==> config.mk <==
export PLATFORM = sky130hd
export DESIGN_NAME = bsl_loader
export DESIGN_NICKNAME = d
export VERILOG_FILES = /design/src/design/bsl_write_reg.v /design/src/design/bsl_loader.v
export VERILOG_INCLUDE_DIRS = /design/src /design/src/design
export SDC_FILE = /design/constraint.sdc
export NUM_CORES = 1
export LEC_CHECK = 0
export BUFFER_PORTS_ARGS = -buffer_cell sky130_fd_sc_hd__buf_2
export CAP_MARGIN = 20
export CORE_ASPECT_RATIO = 0.75
export CORE_MARGIN = 1.5
export CORE_UTILIZATION = 30
export CTS_CLUSTER_DIAMETER = 80
export CTS_CLUSTER_SIZE = 8
export DETAILED_ROUTE_END_ITERATION = 12
export GPL_TIMING_DRIVEN = 0
export PLACE_DENSITY_LB_ADDON = 0.2
export SLEW_MARGIN = 20
export SYNTH_ARGS = -nofsm -noshare
export SYNTH_HDL_FRONTEND = slang
export SYNTH_SLANG_ARGS = --single-unit
export TNS_END_PERCENT = 30
==> constraint.sdc <==
create_clock -name ref_clk -period 10.5 [get_ports ref_clk]
set_clock_uncertainty 0.05 [all_clocks]
set_input_delay 1.05 -clock ref_clk [delete_from_list [all_inputs] [get_ports ref_clk]]
set_output_delay 1.05 -clock ref_clk [all_outputs]
set_load 0.01 [all_outputs]
==> src/design/bsl_defines.vh <==
// Constants for the boot stream block loader
// Behaviour
// - Header word one: type tag in bits 15..0, upper bits ignored.
// - Header word two: start address in bits 47..16, word count in 15..0.
// - Body words follow only for init blocks; zero blocks have no body.
// - Init blocks store body words at address; zero blocks write zeros.
// - Data-memory tags decode to space, width and zero/init kind.
// - Program-memory tags decode likewise, each with a unique code.
// - Tag zero is the final initialization block, ending block processing.
// - Final init overwrites loader region, clears interrupts, restores defaults.
// - Before each block the selected boot port is enabled for the header.
// - Boot port vector holds a return-from-interrupt, resuming at reset vector.
// - After boot, execution starts at the second reset-vector location.
// - First reset-vector location is 0x40004 and is not executed at boot.
// - Booting from any external source places the vector table internally.
// - In no-boot mode, select bit 1 picks internal, 0 external table.
// - Select bit resets to 0 and only matters in no-boot mode.
// - No-boot starts fetch at 0x800004 with DMA registers at defaults.
`ifndef BSL_DEFINES_VH
`define BSL_DEFINES_VH

`define BSL_TAG_FINAL      16'h0000
`define BSL_TAG_ZERO_DM16  16'h0001
`define BSL_TAG_ZERO_DM32  16'h0002
`define BSL_TAG_ZERO_DM40  16'h0003
`define BSL_TAG_INIT_DM16  16'h0004
`define BSL_TAG_INIT_DM32  16'h0005
`define BSL_TAG_ZERO_PM16  16'h0007
`define BSL_TAG_ZERO_PM32  16'h0008
`define BSL_TAG_ZERO_PM40  16'h0009
`define BSL_TAG_ZERO_PM48  16'h000a
`define BSL_TAG_INIT_PM16  16'h000b
`define BSL_TAG_INIT_PM32  16'h000c
`define BSL_TAG_INIT_PM48  16'h000e
`define BSL_TAG_ZERO_DM64  16'h000f
`define BSL_TAG_INIT_DM64  16'h0010
`define BSL_TAG_ZERO_PM64  16'h0011
`define BSL_TAG_INIT_PM64  16'h0012

`define BSL_TAG_LSB        0
`define BSL_TAG_MSB        15
`define BSL_CNT_LSB        0
`define BSL_CNT_MSB        15
`define BSL_ADDR_LSB       16
`define BSL_ADDR_MSB       47

`define BSL_WIDTH_16       3'h0
`define BSL_WIDTH_32       3'h1
`define BSL_WIDTH_40       3'h2
`define BSL_WIDTH_48       3'h3
`define BSL_WIDTH_64       3'h4

`define BSL_RESET_VEC0     32'h00040004
`define BSL_RESET_VEC1     32'h00040005
`define BSL_NOBOOT_VEC     32'h00800004

`define BSL_MODE_NOBOOT    2'h0
`define BSL_MODE_EXT       2'h1
`define BSL_MODE_LINK      2'h2

`define BSL_REG_STATUS     4'h0
`define BSL_REG_SYSCFG     4'h1
`define BSL_REG_DMACTL     4'h2
`define BSL_REG_LINKCTL    4'h3
`define BSL_REG_START      4'h4
`define BSL_REG_LASTTAG    4'h5
`define BSL_REG_BLOCKS     4'h6

`define BSL_SYSCFG_IVT_BIT 0
`define BSL_SYSCFG_RST     32'h00000000
`define BSL_DMACTL_RST     32'h00000000
`define BSL_LINKCTL_RST    32'h00000000

`define BSL_OVL_WORDS      16'h0100

`endif

==> src/design/bsl_write_reg.v <==
// Write-side holding register for memory writes, output from flip-flops
`timescale 1ns/1ps
`default_nettype none
module bsl_write_reg (
  input  wire        ref_clk,
  input  wire        reset,
  input  wire        wr_in,
  input  wire        pm_in,
  input  wire [31:0] addr_in,
  input  wire [63:0] data_in,
  output reg         mem_wr,
  output reg         mem_pm,
  output reg  [31:0] mem_addr,
  output reg  [63:0] mem_wdata
);
  always @(posedge ref_clk or posedge reset) begin
    if (reset) begin
      mem_wr    <= 1'b0;
      mem_pm    <= 1'b0;
      mem_addr  <= 32'h0;
      mem_wdata <= 64'h0;
    end else begin
      mem_wr <= wr_in;
      if (wr_in) begin
        mem_pm    <= pm_in;
        mem_addr  <= addr_in;
        mem_wdata <= data_in;
      end
    end
  end
endmodule
`default_nettype wire

==> src/design/bsl_loader.v <==
// Boot stream block loader: header parsing, store, zero fill, final init
`timescale 1ns/1ps
`default_nettype none
`include "bsl_defines.vh"
module bsl_loader (
  input  wire        ref_clk,
  input  wire        reset,
  input  wire [1:0]  boot_mode,
  input  wire        stream_valid,
  input  wire [47:0] stream_word,
  output wire        stream_ready,
  output reg         ext_port_enable,
  output reg         link_port_enable,
  output wire        mem_wr,
  output wire        mem_pm,
  output wire [31:0] mem_addr,
  output wire [63:0] mem_wdata,
  output reg         irq_clear,
  output reg         boot_done,
  output reg         rti_at_port_vector,
  output reg         internal_vector_table,
  output reg         fetch_start,
  output reg  [31:0] fetch_addr,
  input  wire [3:0]  reg_addr,
  input  wire [31:0] reg_wdata,
  input  wire        reg_wr,
  input  wire        reg_rd,
  output reg  [31:0] reg_rdata
);

  // ****************************************
  // Tag decode
  // ****************************************
  // Returns {known, pm, init, width[2:0]}
  function [5:0] tag_decode;
    input [15:0] tag;
    begin
      case (tag)
        `BSL_TAG_ZERO_DM16: tag_decode = {3'b100, `BSL_WIDTH_16};
        `BSL_TAG_ZERO_DM32: tag_decode = {3'b100, `BSL_WIDTH_32};
        `BSL_TAG_ZERO_DM40: tag_decode = {3'b100, `BSL_WIDTH_40};
        `BSL_TAG_INIT_DM16: tag_decode = {3'b101, `BSL_WIDTH_16};
        `BSL_TAG_INIT_DM32: tag_decode = {3'b101, `BSL_WIDTH_32};
        `BSL_TAG_ZERO_DM64: tag_decode = {3'b100, `BSL_WIDTH_64};
        `BSL_TAG_INIT_DM64: tag_decode = {3'b101, `BSL_WIDTH_64};
        `BSL_TAG_ZERO_PM16: tag_decode = {3'b110, `BSL_WIDTH_16};
        `BSL_TAG_ZERO_PM32: tag_decode = {3'b110, `BSL_WIDTH_32};
        `BSL_TAG_ZERO_PM40: tag_decode = {3'b110, `BSL_WIDTH_40};
        `BSL_TAG_ZERO_PM48: tag_decode = {3'b110, `BSL_WIDTH_48};
        `BSL_TAG_INIT_PM16: tag_decode = {3'b111, `BSL_WIDTH_16};
        `BSL_TAG_INIT_PM32: tag_decode = {3'b111, `BSL_WIDTH_32};
        `BSL_TAG_INIT_PM48: tag_decode = {3'b111, `BSL_WIDTH_48};
        `BSL_TAG_ZERO_PM64: tag_decode = {3'b110, `BSL_WIDTH_64};
        `BSL_TAG_INIT_PM64: tag_decode = {3'b111, `BSL_WIDTH_64};
        default:            tag_decode = 6'h00;
      endcase
    end
  endfunction

  // ****************************************
  // Address and count stepping
  // ****************************************
  // Shared by body store, zero fill and overlay
  function [31:0] addr_step;
    input [31:0] a;
    begin
      addr_step = a + 32'h1;
    end
  endfunction

  function [15:0] count_step;
    input [15:0] c;
    begin
      count_step = c - 16'h1;
    end
  endfunction

  // True while the last word of a block is handled
  function last_word;
    input [15:0] c;
    begin
      last_word = (c == 16'h1);
    end
  endfunction

  // ****************************************
  // State machine
  // ****************************************
  localparam [3:0] ST_IDLE   = 4'h0;
  localparam [3:0] ST_HDR1   = 4'h1;
  localparam [3:0] ST_HDR2   = 4'h2;
  localparam [3:0] ST_BODY   = 4'h3;
  localparam [3:0] ST_ZERO   = 4'h4;
  localparam [3:0] ST_FINAL  = 4'h5;
  localparam [3:0] ST_RESTOR = 4'h6;
  localparam [3:0] ST_DONE   = 4'h7;
  localparam [3:0] ST_NOBOOT = 4'h8;
  localparam [3:0] ST_ERROR  = 4'h9;

  reg [3:0]  state_r;
  reg [15:0] tag_r;
  reg [31:0] addr_r;
  reg [15:0] count_r;
  reg [31:0] sys_cfg_r;
  reg [31:0] dma_ctl_r;
  reg [31:0] link_ctl_r;
  reg [15:0] blocks_r;
  reg        wr_nxt;
  reg [63:0] data_nxt;
  reg        bad_tag_r;

  wire       booting   = (boot_mode != `BSL_MODE_NOBOOT);
  wire [5:0] dec_cur   = tag_decode(tag_r);
  wire       take_word = stream_valid & stream_ready;

  assign stream_ready = (state_r == ST_HDR1) | (state_r == ST_HDR2) |
                        (state_r == ST_BODY) | (state_r == ST_FINAL);

  always @(posedge ref_clk or posedge reset) begin
    if (reset) begin
      state_r    <= ST_IDLE;
      tag_r      <= 16'h0;
      addr_r     <= 32'h0;
      count_r    <= 16'h0;
      blocks_r   <= 16'h0;
      bad_tag_r  <= 1'b0;
      boot_done  <= 1'b0;
      irq_clear  <= 1'b0;
      fetch_start <= 1'b0;
      fetch_addr <= 32'h0;
      ext_port_enable  <= 1'b0;
      link_port_enable <= 1'b0;
      rti_at_port_vector <= 1'b0;
    end else begin
      irq_clear   <= 1'b0;
      fetch_start <= 1'b0;
      case (state_r)
        ST_IDLE: begin
          if (booting) begin
            // Port turns on in the same cycle that ready first rises for a header
            ext_port_enable    <= (boot_mode == `BSL_MODE_EXT);
            link_port_enable   <= (boot_mode == `BSL_MODE_LINK);
            rti_at_port_vector <= 1'b1;
            state_r <= ST_HDR1;
          end else begin
            state_r <= ST_NOBOOT;
          end
        end
        ST_HDR1: begin
          ext_port_enable  <= (boot_mode == `BSL_MODE_EXT);
          link_port_enable <= (boot_mode == `BSL_MODE_LINK);
          if (take_word) begin
            tag_r   <= stream_word[`BSL_TAG_MSB:`BSL_TAG_LSB];
            state_r <= ST_HDR2;
          end
        end
        ST_HDR2: begin
          if (take_word) begin
            addr_r  <= stream_word[`BSL_ADDR_MSB:`BSL_ADDR_LSB];
            count_r <= stream_word[`BSL_CNT_MSB:`BSL_CNT_LSB];
            blocks_r <= blocks_r + 16'h1;
            if (tag_r == `BSL_TAG_FINAL) begin
              count_r <= `BSL_OVL_WORDS;
              addr_r  <= `BSL_RESET_VEC0;
              state_r <= ST_FINAL;
            end else if (!dec_cur[5]) begin
              bad_tag_r <= 1'b1;
              state_r   <= ST_ERROR;
            end else if (stream_word[`BSL_CNT_MSB:`BSL_CNT_LSB] == 16'h0) begin
              state_r <= ST_HDR1;
            end else if (dec_cur[3]) begin
              state_r <= ST_BODY;
            end else begin
              state_r <= ST_ZERO;
            end
          end
        end
        ST_BODY, ST_ZERO: begin
          // Header is re-read only after the last word lands
          if (state_r == ST_ZERO || take_word) begin
            addr_r  <= addr_step(addr_r);
            count_r <= count_step(count_r);
            if (last_word(count_r))
              state_r <= ST_HDR1;
          end
        end
        ST_FINAL: begin
          // Overlay over the loader region itself
          if (take_word) begin
            addr_r  <= addr_step(addr_r);
            count_r <= count_step(count_r);
            if (last_word(count_r)) begin
              irq_clear <= 1'b1;
              state_r   <= ST_RESTOR;
            end
          end
        end
        ST_RESTOR: begin
          ext_port_enable    <= 1'b0;
          link_port_enable   <= 1'b0;
          rti_at_port_vector <= 1'b0;
          boot_done   <= 1'b1;
          fetch_start <= 1'b1;
          fetch_addr  <= `BSL_RESET_VEC1;
          state_r     <= ST_DONE;
        end
        ST_NOBOOT: begin
          boot_done   <= 1'b1;
          fetch_start <= 1'b1;
          fetch_addr  <= `BSL_NOBOOT_VEC;
          state_r     <= ST_DONE;
        end
        ST_DONE:  state_r <= ST_DONE;
        ST_ERROR: state_r <= ST_ERROR;
        default:  state_r <= ST_IDLE;
      endcase
    end
  end

  // ****************************************
  // Memory write path
  // ****************************************
  always @* begin
    wr_nxt   = 1'b0;
    data_nxt = 64'h0;
    case (state_r)
      ST_BODY: begin
        wr_nxt   = take_word;
        data_nxt = {16'h0, stream_word};
      end
      ST_ZERO: begin
        wr_nxt   = 1'b1;
        data_nxt = 64'h0;
      end
      ST_FINAL: begin
        wr_nxt   = take_word;
        data_nxt = {16'h0, stream_word};
      end
      default: begin
        wr_nxt   = 1'b0;
        data_nxt = 64'h0;
      end
    endcase
  end

  bsl_write_reg u_wreg (
    .ref_clk   (ref_clk),
    .reset     (reset),
    .wr_in     (wr_nxt),
    .pm_in     (state_r == ST_FINAL ? 1'b1 : dec_cur[4]),
    .addr_in   (addr_r),
    .data_in   (data_nxt),
    .mem_wr    (mem_wr),
    .mem_pm    (mem_pm),
    .mem_addr  (mem_addr),
    .mem_wdata (mem_wdata)
  );

  // ****************************************
  // Configuration registers and vector table
  // ****************************************
  always @(posedge ref_clk or posedge reset) begin
    if (reset) begin
      sys_cfg_r  <= `BSL_SYSCFG_RST;
      dma_ctl_r  <= `BSL_DMACTL_RST;
      link_ctl_r <= `BSL_LINKCTL_RST;
    end else if (state_r == ST_RESTOR || state_r == ST_NOBOOT) begin
      sys_cfg_r  <= `BSL_SYSCFG_RST;
      dma_ctl_r  <= `BSL_DMACTL_RST;
      link_ctl_r <= `BSL_LINKCTL_RST;
    end else if (reg_wr) begin
      case (reg_addr)
        `BSL_REG_SYSCFG:  sys_cfg_r  <= reg_wdata;
        `BSL_REG_DMACTL:  dma_ctl_r  <= reg_wdata;
        `BSL_REG_LINKCTL: link_ctl_r <= reg_wdata;
        default: ;
      endcase
    end
  end

  // Select bit only counts when nothing was booted
  always @(posedge ref_clk or posedge reset) begin
    if (reset)
      internal_vector_table <= 1'b0;
    else if (booting)
      internal_vector_table <= 1'b1;
    else
      internal_vector_table <= sys_cfg_r[`BSL_SYSCFG_IVT_BIT];
  end

  // ****************************************
  // Register read port
  // ****************************************
  always @(posedge ref_clk or posedge reset) begin
    if (reset) begin
      reg_rdata <= 32'h0;
    end else if (reg_rd) begin
      case (reg_addr)
        `BSL_REG_STATUS:  reg_rdata <= {22'h0, bad_tag_r, boot_done,
                                        internal_vector_table, 3'h0,
                                        state_r};
        `BSL_REG_SYSCFG:  reg_rdata <= sys_cfg_r;
        `BSL_REG_DMACTL:  reg_rdata <= dma_ctl_r;
        `BSL_REG_LINKCTL: reg_rdata <= link_ctl_r;
        `BSL_REG_START:   reg_rdata <= fetch_addr;
        `BSL_REG_LASTTAG: reg_rdata <= {16'h0, tag_r};
        `BSL_REG_BLOCKS:  reg_rdata <= {16'h0, blocks_r};
        default:          reg_rdata <= 32'h0;
      endcase
    end else begin
      reg_rdata <= 32'h0;
    end
  end

endmodule
`default_nettype wire

==> qor.txt, run 1 <==
Synthesized flop and latch total -> 304
Period utilization -> 0.305
Clock insertion delay at the later pin of the skew report -> 0.57 ns
Antenna violations before repair -> 7
Util after Layout -> 0.376
Slew headroom -> 0.265
Top delay family on crit path -> buffers and inverters
Most common cell after layout, fill and taps aside -> nand2_1
Worst vdd ir -> 0.103 mV
Max-Cap Viols -> 0
Slew Limit Fails -> 0
Critical Path AT -> 2.11 ns
Die ar. -> 50000 µm²
Pin count of the biggest net entering global routing -> 98
Worst Tran Pin Value -> 1.09 ns
Post-CTS Resized -> 0
CP endpoint kind -> output pin
Worst R2R Path Depth -> 8
Hold Crit Class -> flip-flop to flip-flop
Number of I/O pins -> 261
Non-Filler Instances -> 2500
Critical path peak fanout -> 10
# H-tree levels -> 2
Post-Syn Instances -> 1550
WHS Path Cells -> 2
Post-synth EDFFs -> 0
Syn avg cell area -> 9.42 µm²
Die Wd -> 258 µm
Post-CTS setup buffers -> 0
Async SR Flop Fraction -> 1.00
Post-DRT Antenna Nets -> 0
Largest stage delay, worst path -> 0.43 ns
LEAKAGE -> 0.00818 µW
Placed cells -> 2450
Drt first pass iters -> 5
Iteration-0 DRC count of the detailed router -> 1176
Post-Route WL -> 51800 µm
Worst setup SP type -> flip-flop
Fmax -> 0.312 GHz
First-pass GRT wire length -> 78100 µm
Die height -> 194 µm
Vias -> 13000
Core Rows -> 69
Hold Vio Cnt, Final -> 0
PD cells -> 278 nW/µm²
Area Growth Syn to Fin -> 22.9%
Netlist cell types -> 76
Post-Syn Area -> 14600 µm²
Vias/cell -> 5.20
Critical path cell sequence -> buf_2 > clkbuf_1 > a211oi_1 > buf_2
Critical path's slowest cell -> dfrtp_1
Total global-route track usage -> 0.203
Cts hold-fix bufs -> 0
CP Depth -> 4
Clk pin slew, worst setup/hold paths -> 0.05 ns
GR Overflow Total -> 0
Min cycle time layout -> 3.21 ns
Starting Density -> 0.306
Crit path top cell by count -> buf_2
CTS Root Buffer Type -> clkbuf_16
Clock Path Buffers -> 3
Synth warn -> 0
Outcome -> finished clean
GP Congestion -> 0.870
Wire per inst -> 20.7 µm
Crit path buf inv count -> 3
CTS tree -> done
Number of remaining DRC errors -> 0
Most frequent cells in the layout -> nand2_1 (356), dfrtp_1 (304), buf_2 (231), a21oi_1 (171), o21ai_0 (93)
Total CTS buffers -> 44
Register area share after synthesis -> 0.521
Fin nets -> 1957
Crit Path Category -> flip-flop to output pin
Detailed placer's ending HPWL -> 37700 µm
Critical Path RT -> 9.40 ns
Setup TNS -> 0 ns
Layout cells sized above 1 -> 0.219
Primary FF master, synth -> dfrtp_1
# setup viols final -> 0
CTS sink count -> 304
Core footprint -> 47700 µm²
Vias in the first global route -> 12500
Port bufs -> 214
RSZ-0062 raised after global routing -> false
==> Yosys cell counts, drive strengths merged (13+ instances only) <==
library cell | number | area [µm²]
a31oi | 34 | 213
a22oi | 60 | 450
nor3 | 19 | 126
nor4 | 15 | 93.8
clkbuf | 70 | 263
mux2 | 58 | 758
o21ai | 103 | 516
inv | 21 | 78.8
nor2 | 57 | 214
o31ai | 13 | 97.6
nand3 | 23 | 115
a21oi | 172 | 865
nand4 | 14 | 93.8
buf | 80 | 532
nand2 | 356 | 1340
dfrtp | 304 | 7610
==> sequential cells by signal, indices dropped and copies added, names as in the netlist, 32 cells and up <==
name,flops
u_wreg.mem_wdata,48
addr_r,32
dma_ctl_r,32
link_ctl_r,32
reg_rdata,32
sys_cfg_r,32
u_wreg.mem_addr,32
==> area by class of cell <==
class                           instances  area (µm²)
Tap cell                              639         800
Antenna cell                            2        5.00
Inverter                               21        86.3
Fill cell                            4886       29800
Clock buffer                           44        1100
Clock inverter                          4        85.1
Multi-Input combinational cell       1118        6290
Buffer                                150         795
Timing Repair Buffer                  218        1180
Sequential cell                       304        7610
==> tightest hold or removal path, cell delays in order (launching register included) <==
cell,delay [ns]
dfrtp_1,0.34
nand2_1,0.04
o21ai_0,0.06
==> through the flow <==
step | area [µm²] | hold WS (ns) | worst slack [ns] | total power (µW)
final | 17900 | 0.426 | 7.29 | 4990
after global routing | 17900 | 0.453 | 7.21 | 5280
after CTS | 17900 | 0.433 | 7.27 | 4990
after detailed placement | 16800 | 0.420 | 6.98 | 3670
after global placement | 16600 | 0.411 | -3.02 | 3640
after floorplan | 14800 | 0.379 | 0.997 | 2940
==> routing by layer <==
metal / vias to the layer above / routed length, µm / GRT usage
met5: - / 34 / 0
met4: 6 / 1060 / 0.0619
met3: 66 / 3970 / 0.0393
met2: 520 / 22400 / 0.292
met1: 6455 / 24300 / 0.306
li1: 5956 / - / -
==> where the power goes <==
part,switching [µW],internal [µW]
Clock,513,784
Sequential,282,1490
Combinational,1230,692
Total,2020,2960
==> cell families (layout without fill, tap and decap cells) <==
logic type / Yosys count / after routing / share of synthesized area
AOI/OAI and AO/OA: 441 / 441 / 0.180
muxes: 61 / 61 / 0.0540
adders and majority gates: 9 / 9 / 0.00771
buffers and inverters: 171 / 437 / 0.0598
and+or+nand+nor: 548 / 548 / 0.168
other: 1 / 46 / 0.000257
xor gates and xnor gates: 15 / 15 / 0.00899
DFF: 304 / 304 / 0.521
==> worst paths after layout <==
check                                        to                 start  slack (ns)
max                                stream_ready            state_r[1]        7.29
min                        u_wreg.mem_wdata[30]  u_wreg.mem_wdata[30]        0.43
max reg2reg                           addr_r[2]              tag_r[1]        7.69
min reg2reg                u_wreg.mem_wdata[30]  u_wreg.mem_wdata[30]        0.43
max in group asynchronous         dma_ctl_r[24]                 reset        8.81
min in group asynchronous   u_wreg.mem_addr[25]                 reset        0.55
Note: power is estimated with default switching activity, not from simulation.
==> inputs of run 2 (changes only) <==
--- a/config.mk
+++ b/config.mk
@@ -6,6 +6,7 @@
 export SDC_FILE = /design/constraint.sdc
 export NUM_CORES = 1
 export LEC_CHECK = 0
+export ABC_AREA = 1
 export BUFFER_PORTS_ARGS = -buffer_cell sky130_fd_sc_hd__buf_2
 export CAP_MARGIN = 20
 export CORE_ASPECT_RATIO = 0.75
==> constraint.sdc (replaced) <==
create_clock -name ref_clk -period 2.7 [get_ports ref_clk]
set_clock_uncertainty 0.05 [all_clocks]
set_input_delay 0.27 -clock ref_clk [delete_from_list [all_inputs] [get_ports ref_clk]]
set_output_delay 0.27 -clock ref_clk [all_outputs]
set_load 0.01 [all_outputs]
==> qor.txt, run 2 <==
Total CTS buffers -> 43
First-pass GRT wire length -> 82600 µm
Worst Tran Pin Value -> 0.732 ns
Min cycle time layout -> 2.50 ns
CTS Root Buffer Type -> clkbuf_16
Util after Layout -> 0.391
Post-DRT Antenna Nets -> 0
Synth warn -> 0
Slew headroom -> 0.512
Clock Path Buffers -> 3
Max reg flops -> 48
Crit path from -> tag_r[1]
Crit Path Category -> flip-flop to flip-flop
Area Growth Syn to Fin -> 28.6%
Critical Path AT -> 2.87 ns
Vias -> 14300
Primary FF master, synth -> dfrtp_1
Slew Limit Fails -> 0
PD cells -> 1040 nW/µm²
Async SR Flop Fraction -> 1.00
# H-tree levels -> 2
Detailed placer's ending HPWL -> 40300 µm
Area of the multi-input gates -> 6090 µm²
RSZ-0062 raised after global routing -> false
Fmax -> 0.400 GHz
Post-Route WL -> 54100 µm
Syn avg cell area -> 7.92 µm²
Post-CTS setup buffers -> 0
Max-Cap Viols -> 0
Post-Syn Area -> 14800 µm²
Worst R2R Path Depth -> 7
Synth top area share -> 0.512
# setup viols final -> 0
Period utilization -> 0.927
Hold Slack -> 0.00522 ns
Post-synth EDFFs -> 0
Number of I/O pins -> 261
Register-to-register setup slack -> 0.20 ns
Die Wd -> 260 µm
Synthesized flop and latch total -> 304
Max layer used -> met5
Met3 WL -> 3960 µm
Die ar. -> 50800 µm²
Total global-route track usage -> 0.213
Met2 routed WL -> 22200 µm
Hold Vio Cnt, Final -> 0
Post-Syn Instances -> 1874
Vias/cell -> 4.90
Port bufs -> 216
Inserted Diodes -> 0
Setup TNS -> 0 ns
Top post-synthesis cells by area -> dfrtp_1 (51%), nand2_1 (14%), nand3_1 (6.7%), o21ai_0 (5.4%), inv_1 (3.6%)
Antenna violations before repair -> 1
GR Overflow Total -> 0
Pin count of the biggest net entering global routing -> 34
Vias in the first global route -> 13900
Clock insertion delay at the later pin of the skew report -> 0.57 ns
WHS Path Cells -> 3
Worst setup path end -> addr_r[16]
Critical path peak fanout -> 10
CP endpoint kind -> flip-flop
Most frequent cells in the layout -> nand2_1 (548), dfrtp_1 (304), buf_2 (256), nand3_1 (200), o21ai_0 (161)
CTS tree -> done
Iteration-0 DRC count of the detailed router -> 1208
Fillers -> 5050
Layout cells sized above 1 -> 0.176
R2r startpoint -> tag_r[1]
Most common cell after layout, fill and taps aside -> nand2_1
Die height -> 196 µm
Hold Crit Class -> input port to flip-flop
Clk pin slew, worst setup/hold paths -> 0.05 ns
GP Congestion -> 0.951
Routed metal-1 wirelength -> 27100 µm
Netlist cell types -> 40
Number of remaining DRC errors -> 0
Worst r2r dst -> addr_r[16]
CTS sink count -> 304
Post-synth top cells -> nand2_1 (549), dfrtp_1 (304), nand3_1 (200)
Core Rows -> 70
Reg with most FFs -> u_wreg.mem_wdata
Placement Setup Slack -> 0.116 ns
Worst vdd ir -> 0.356 mV
LEAKAGE -> 0.00973 µW
Leading area contributor after synthesis -> dfrtp_1
Register area -> 7610 µm²
Drt first pass iters -> 5
Outcome -> finished clean
Wire per inst -> 18.5 µm
Top-count cell post-synth -> nand2_1
Worst setup SP type -> flip-flop
Core footprint -> 48800 µm²
Register area share after synthesis -> 0.512
Starting Density -> 0.304
Critical Path RT -> 3.06 ns
Worst setup margin -> 0.197 ns
Fin nets -> 2368
[run 2: cell types whose count changed after synthesis, sizes merged, moves of 19 or more]
cell and delta:
inv +126, clkbuf -36, nor2 +86, buf +19
mux2 -54, a21oi -99, nand3 +177, nand2 +201
o21ai +71, a22oi -57, xor2 +19
[run 2: logic make-up (layout without fill, tap and decap cells)]
logic type	count (synthesis)	count (layout)	share of synthesized area
buffers and inverters	283	635	0.0886
other	1	44	0.000253
flip-flops	304	304	0.512
adder cells (fa/ha/maj)	9	9	0.00759
AND/OR/NAND/NOR	956	956	0.269
AO/OA/AOI/OAI	293	293	0.105
XOR/XNOR	24	24	0.0142
multiplexers	4	4	0.00303
[run 2: critical path: stages, from the launching register on]
cell      delay [ns]
dfrtp_1         0.42
inv_1           0.15
ha_1            0.19
nand3_1         0.09
nand3b_1        0.43
clkbuf_1        0.38
a21oi_1         0.46
o22ai_1         0.17
[run 2: metal layers]
metal  global-route usage  vias up
li1                     -     6771
met1                0.333     6924
met2                0.295      517
met3               0.0453       70
met4               0.0439        2
met5                    0        -
[run 2: final cells by class]
cell class,instances,share of cell area
plain buffers,133,0.0394
repair buffers,306,0.111
inverters,150,0.0297
well taps,648,0.0425
clock buffers,45,0.0590
multi-input cells,1330,0.319
flip-flops and latches,304,0.399
clock inverters,1,0.00105
[run 2: worst min path at each step]
| stage | from | endpoint | slack (ns) |
|---|---|---|---|
| 2_1_floorplan | reg_rd | reg_rdata[16] | 0.32 |
| 3_3_place_gp | sys_cfg_r[26] | sys_cfg_r[26] | 0.41 |
| 3_5_place_dp | reset | u_wreg.mem_wdata[10] | 0.18 |
| 4_1_cts | reg_wdata[6] | link_ctl_r[6] | 0.002 |
| 5_1_grt | reg_wdata[30] | dma_ctl_r[30] | 0.001 |
| 6_report | reg_wdata[0] | link_ctl_r[0] | 0.005 |
[run 2: per-stage QoR]
stage          cell area, µm²  power (µW)  std cells
2_1_floorplan           15000       11900       1917
3_3_place_gp            16900       14500       2781
3_5_place_dp            17100       14700       2792
4_1_cts                 19100       19800       2916
5_1_grt                 19100       21100       2917
6_report                19100       19800       2917
[run 2: what timing repair did]
| action | 4_1_cts | 5_1_grt |
|---|---|---|
| endpoints found under the setup margin | 0 | 1 |
| hold buffers | 78 | 1 |
| hold endpoints to repair | 160 | 1 |
| gates resized for setup | 0 | 2 |
[run 2: where the power goes]
group,leakage (µW),internal [µW],switching [µW]
clock network,0.000564,2910,2040
registers,0.00381,6310,1250
logic,0.00536,2420,4820
==> inputs of run 3 (changes only) <==
--- a/config.mk
+++ b/config.mk
@@ -8,11 +8,10 @@
 export LEC_CHECK = 0
 export ABC_AREA = 1
 export BUFFER_PORTS_ARGS = -buffer_cell sky130_fd_sc_hd__buf_2
-export CAP_MARGIN = 20
+export CAP_MARGIN = 15
 export CORE_ASPECT_RATIO = 0.75
 export CORE_MARGIN = 1.5
 export CORE_UTILIZATION = 30
-export CTS_CLUSTER_DIAMETER = 80
 export CTS_CLUSTER_SIZE = 8
 export DETAILED_ROUTE_END_ITERATION = 12
 export GPL_TIMING_DRIVEN = 0
==> constraint.sdc (replaced) <==
create_clock -name ref_clk -period 3.2 [get_ports ref_clk]
set_clock_uncertainty 0.05 [all_clocks]
set_input_delay 0.32 -clock ref_clk [delete_from_list [all_inputs] [get_ports ref_clk]]
set_output_delay 0.32 -clock ref_clk [all_outputs]
set_load 0.01 [all_outputs]
==> qor.txt, run 3 (same netlist as run 2, synthesis figures left out) <==
Outcome -> finished clean
Max reg flops -> 48
Hold Crit Class -> input port to flip-flop
Iteration-0 DRC count of the detailed router -> 1146
CP endpoint kind -> flip-flop
Hold Vio Cnt, Final -> 0
# H-tree levels -> 2
Non-Filler Instances -> 2893
Net Switching -> 6810 µW
Core Rows -> 70
Inserted Diodes -> 0
Clock insertion delay at the later pin of the skew report -> 0.57 ns
Largest stage delay, worst path -> 0.37 ns
Critical Path RT -> 3.56 ns
Worst R2R Path Depth -> 10
# setup viols final -> 0
Worst setup margin -> 0.555 ns
RSZ-0062 raised after global routing -> false
Clock Path Buffers -> 3
Detailed placer's ending HPWL -> 40300 µm
Slew headroom -> 0.512
Fmax -> 0.378 GHz
Drt first pass iters -> 5
Period utilization -> 0.826
Post-CTS Resized -> 0
Worst setup SP type -> flip-flop
Starting Density -> 0.304
Number of remaining DRC errors -> 0
Area Growth Syn to Fin -> 26.7%
Placement Setup Slack -> 0.616 ns
Antenna violations before repair -> 1
Post-Route WL -> 53200 µm
Worst vdd ir -> 0.293 mV
Vias/cell -> 4.90
Comb pwr share -> 0.364
Total global-route track usage -> 0.209
Min cycle time layout -> 2.64 ns
Hold Slack -> 0.0241 ns
CTS sink count -> 304
Switch share -> 0.410
PD cells -> 884 nW/µm²
Total CTS buffers -> 44
Clock power frac -> 0.252
Vias -> 14200
Pin count of the biggest net entering global routing -> 34
Die height -> 196 µm
GP Congestion -> 0.951
Most frequent cells in the layout -> nand2_1 (549), dfrtp_1 (304), buf_2 (256), nand3_1 (200), o21ai_0 (161)
Core footprint -> 48800 µm²
Layout cells sized above 1 -> 0.179
Critical path peak fanout -> 10
LEAKAGE -> 0.00962 µW
Placed cells -> 2792
Flop pwr share -> 0.384
Crit path top cell by count -> buf_4
Critical path's slowest cell -> nand2_1
Vias in the first global route -> 13800
Number of I/O pins -> 261
Wire per inst -> 18.4 µm
Internal Power -> 9810 µW
Crit Path Category -> flip-flop to flip-flop
CTS tree -> done
Reg with most FFs -> u_wreg.mem_wdata
Slew Limit Fails -> 0
Critical path cell sequence -> buf_2 > nor2_1 > nand2_1 > nand2_2 > nor2_4 > inv_2 > buf_4 > buf_4 > a21oi_1 > o22ai_1
Clk pin slew, worst setup/hold paths -> 0.05 ns
WHS Path Cells -> 3
Port bufs -> 216
Die Wd -> 260 µm
Most common cell after layout, fill and taps aside -> nand2_1
Max-Cap Viols -> 0
Post-DRT Antenna Nets -> 0
CTS Root Buffer Type -> clkbuf_16
Die ar. -> 50800 µm²
Worst Tran Pin Value -> 0.732 ns
Critical Path AT -> 3.01 ns
GR Overflow Total -> 0
First-pass GRT wire length -> 81700 µm
Fin nets -> 2339
## run 3: layout make-up
class | count | area (µm²)
Sequential cell | 304 | 7610
Inverter | 150 | 567
Clock inverter | 4 | 52.6
Clock buffer | 48 | 1130
Tap cell | 648 | 811
Timing Repair Buffer | 276 | 1810
Fill cell | 5093 | 30000
Multi-Input combinational cell | 1330 | 6080
Buffer | 133 | 752
## run 3: per-stage QoR
stage | total power [µW] | area [µm²] | TNS, ns | util
floorplan | 10000 | 15000 | -368.75 | -
global placement | 12200 | 16900 | -1007.37 | 0.346
detailed placement | 12400 | 17100 | 0 | 0.351
CTS | 16700 | 18800 | 0 | 0.386
global route | 17800 | 18800 | 0 | 0.386
finish | 16600 | 18800 | 0 | 0.386
## run 3: per-layer routing
metal  up-vias  GRT usage  share of wire
met3        69     0.0413          0.074
met5         -          0        0.00024
met4         2     0.0519          0.016
met2       471      0.287           0.40
met1      6931      0.330           0.50
li1       6717          -              -
## run 3: power by group through the flow
stage | combinational [µW] | clock (µW) | sequential [µW]
after global placement | 5830 | 0 | 6380
after CTS | 6030 | 4310 | 6360
after detailed placement | 5960 | 0 | 6400
after global routing | 6810 | 4440 | 6560
after floorplan | 3660 | 0 | 6350
final | 6050 | 4190 | 6380
## run 3: worst paths after layout
kind                                      from                   to  slack, ns
worst max-delay path                state_r[1]            addr_r[8]       0.56
worst min-delay path            stream_word[7]  u_wreg.mem_wdata[7]       0.02
worst max register to register      state_r[1]            addr_r[8]       0.56
worst min register to register   link_ctl_r[5]        link_ctl_r[5]       0.43
max in group asynchronous                reset        sys_cfg_r[24]       1.26
min in group asynchronous                reset  u_wreg.mem_wdata[5]       0.19
## run 3: repair_timing
action                    CTS  global route
setup buffers               0             0
hold endpoints to repair   91             0
hold buffers               49             0
## run 3: worst max-delay path, delay by kind of cell (launching register included)
family          cells  cell delay (ns)
simple gates        4             0.95
buf+inv             4             0.69
compound gates      2             0.48
flops               1             0.32
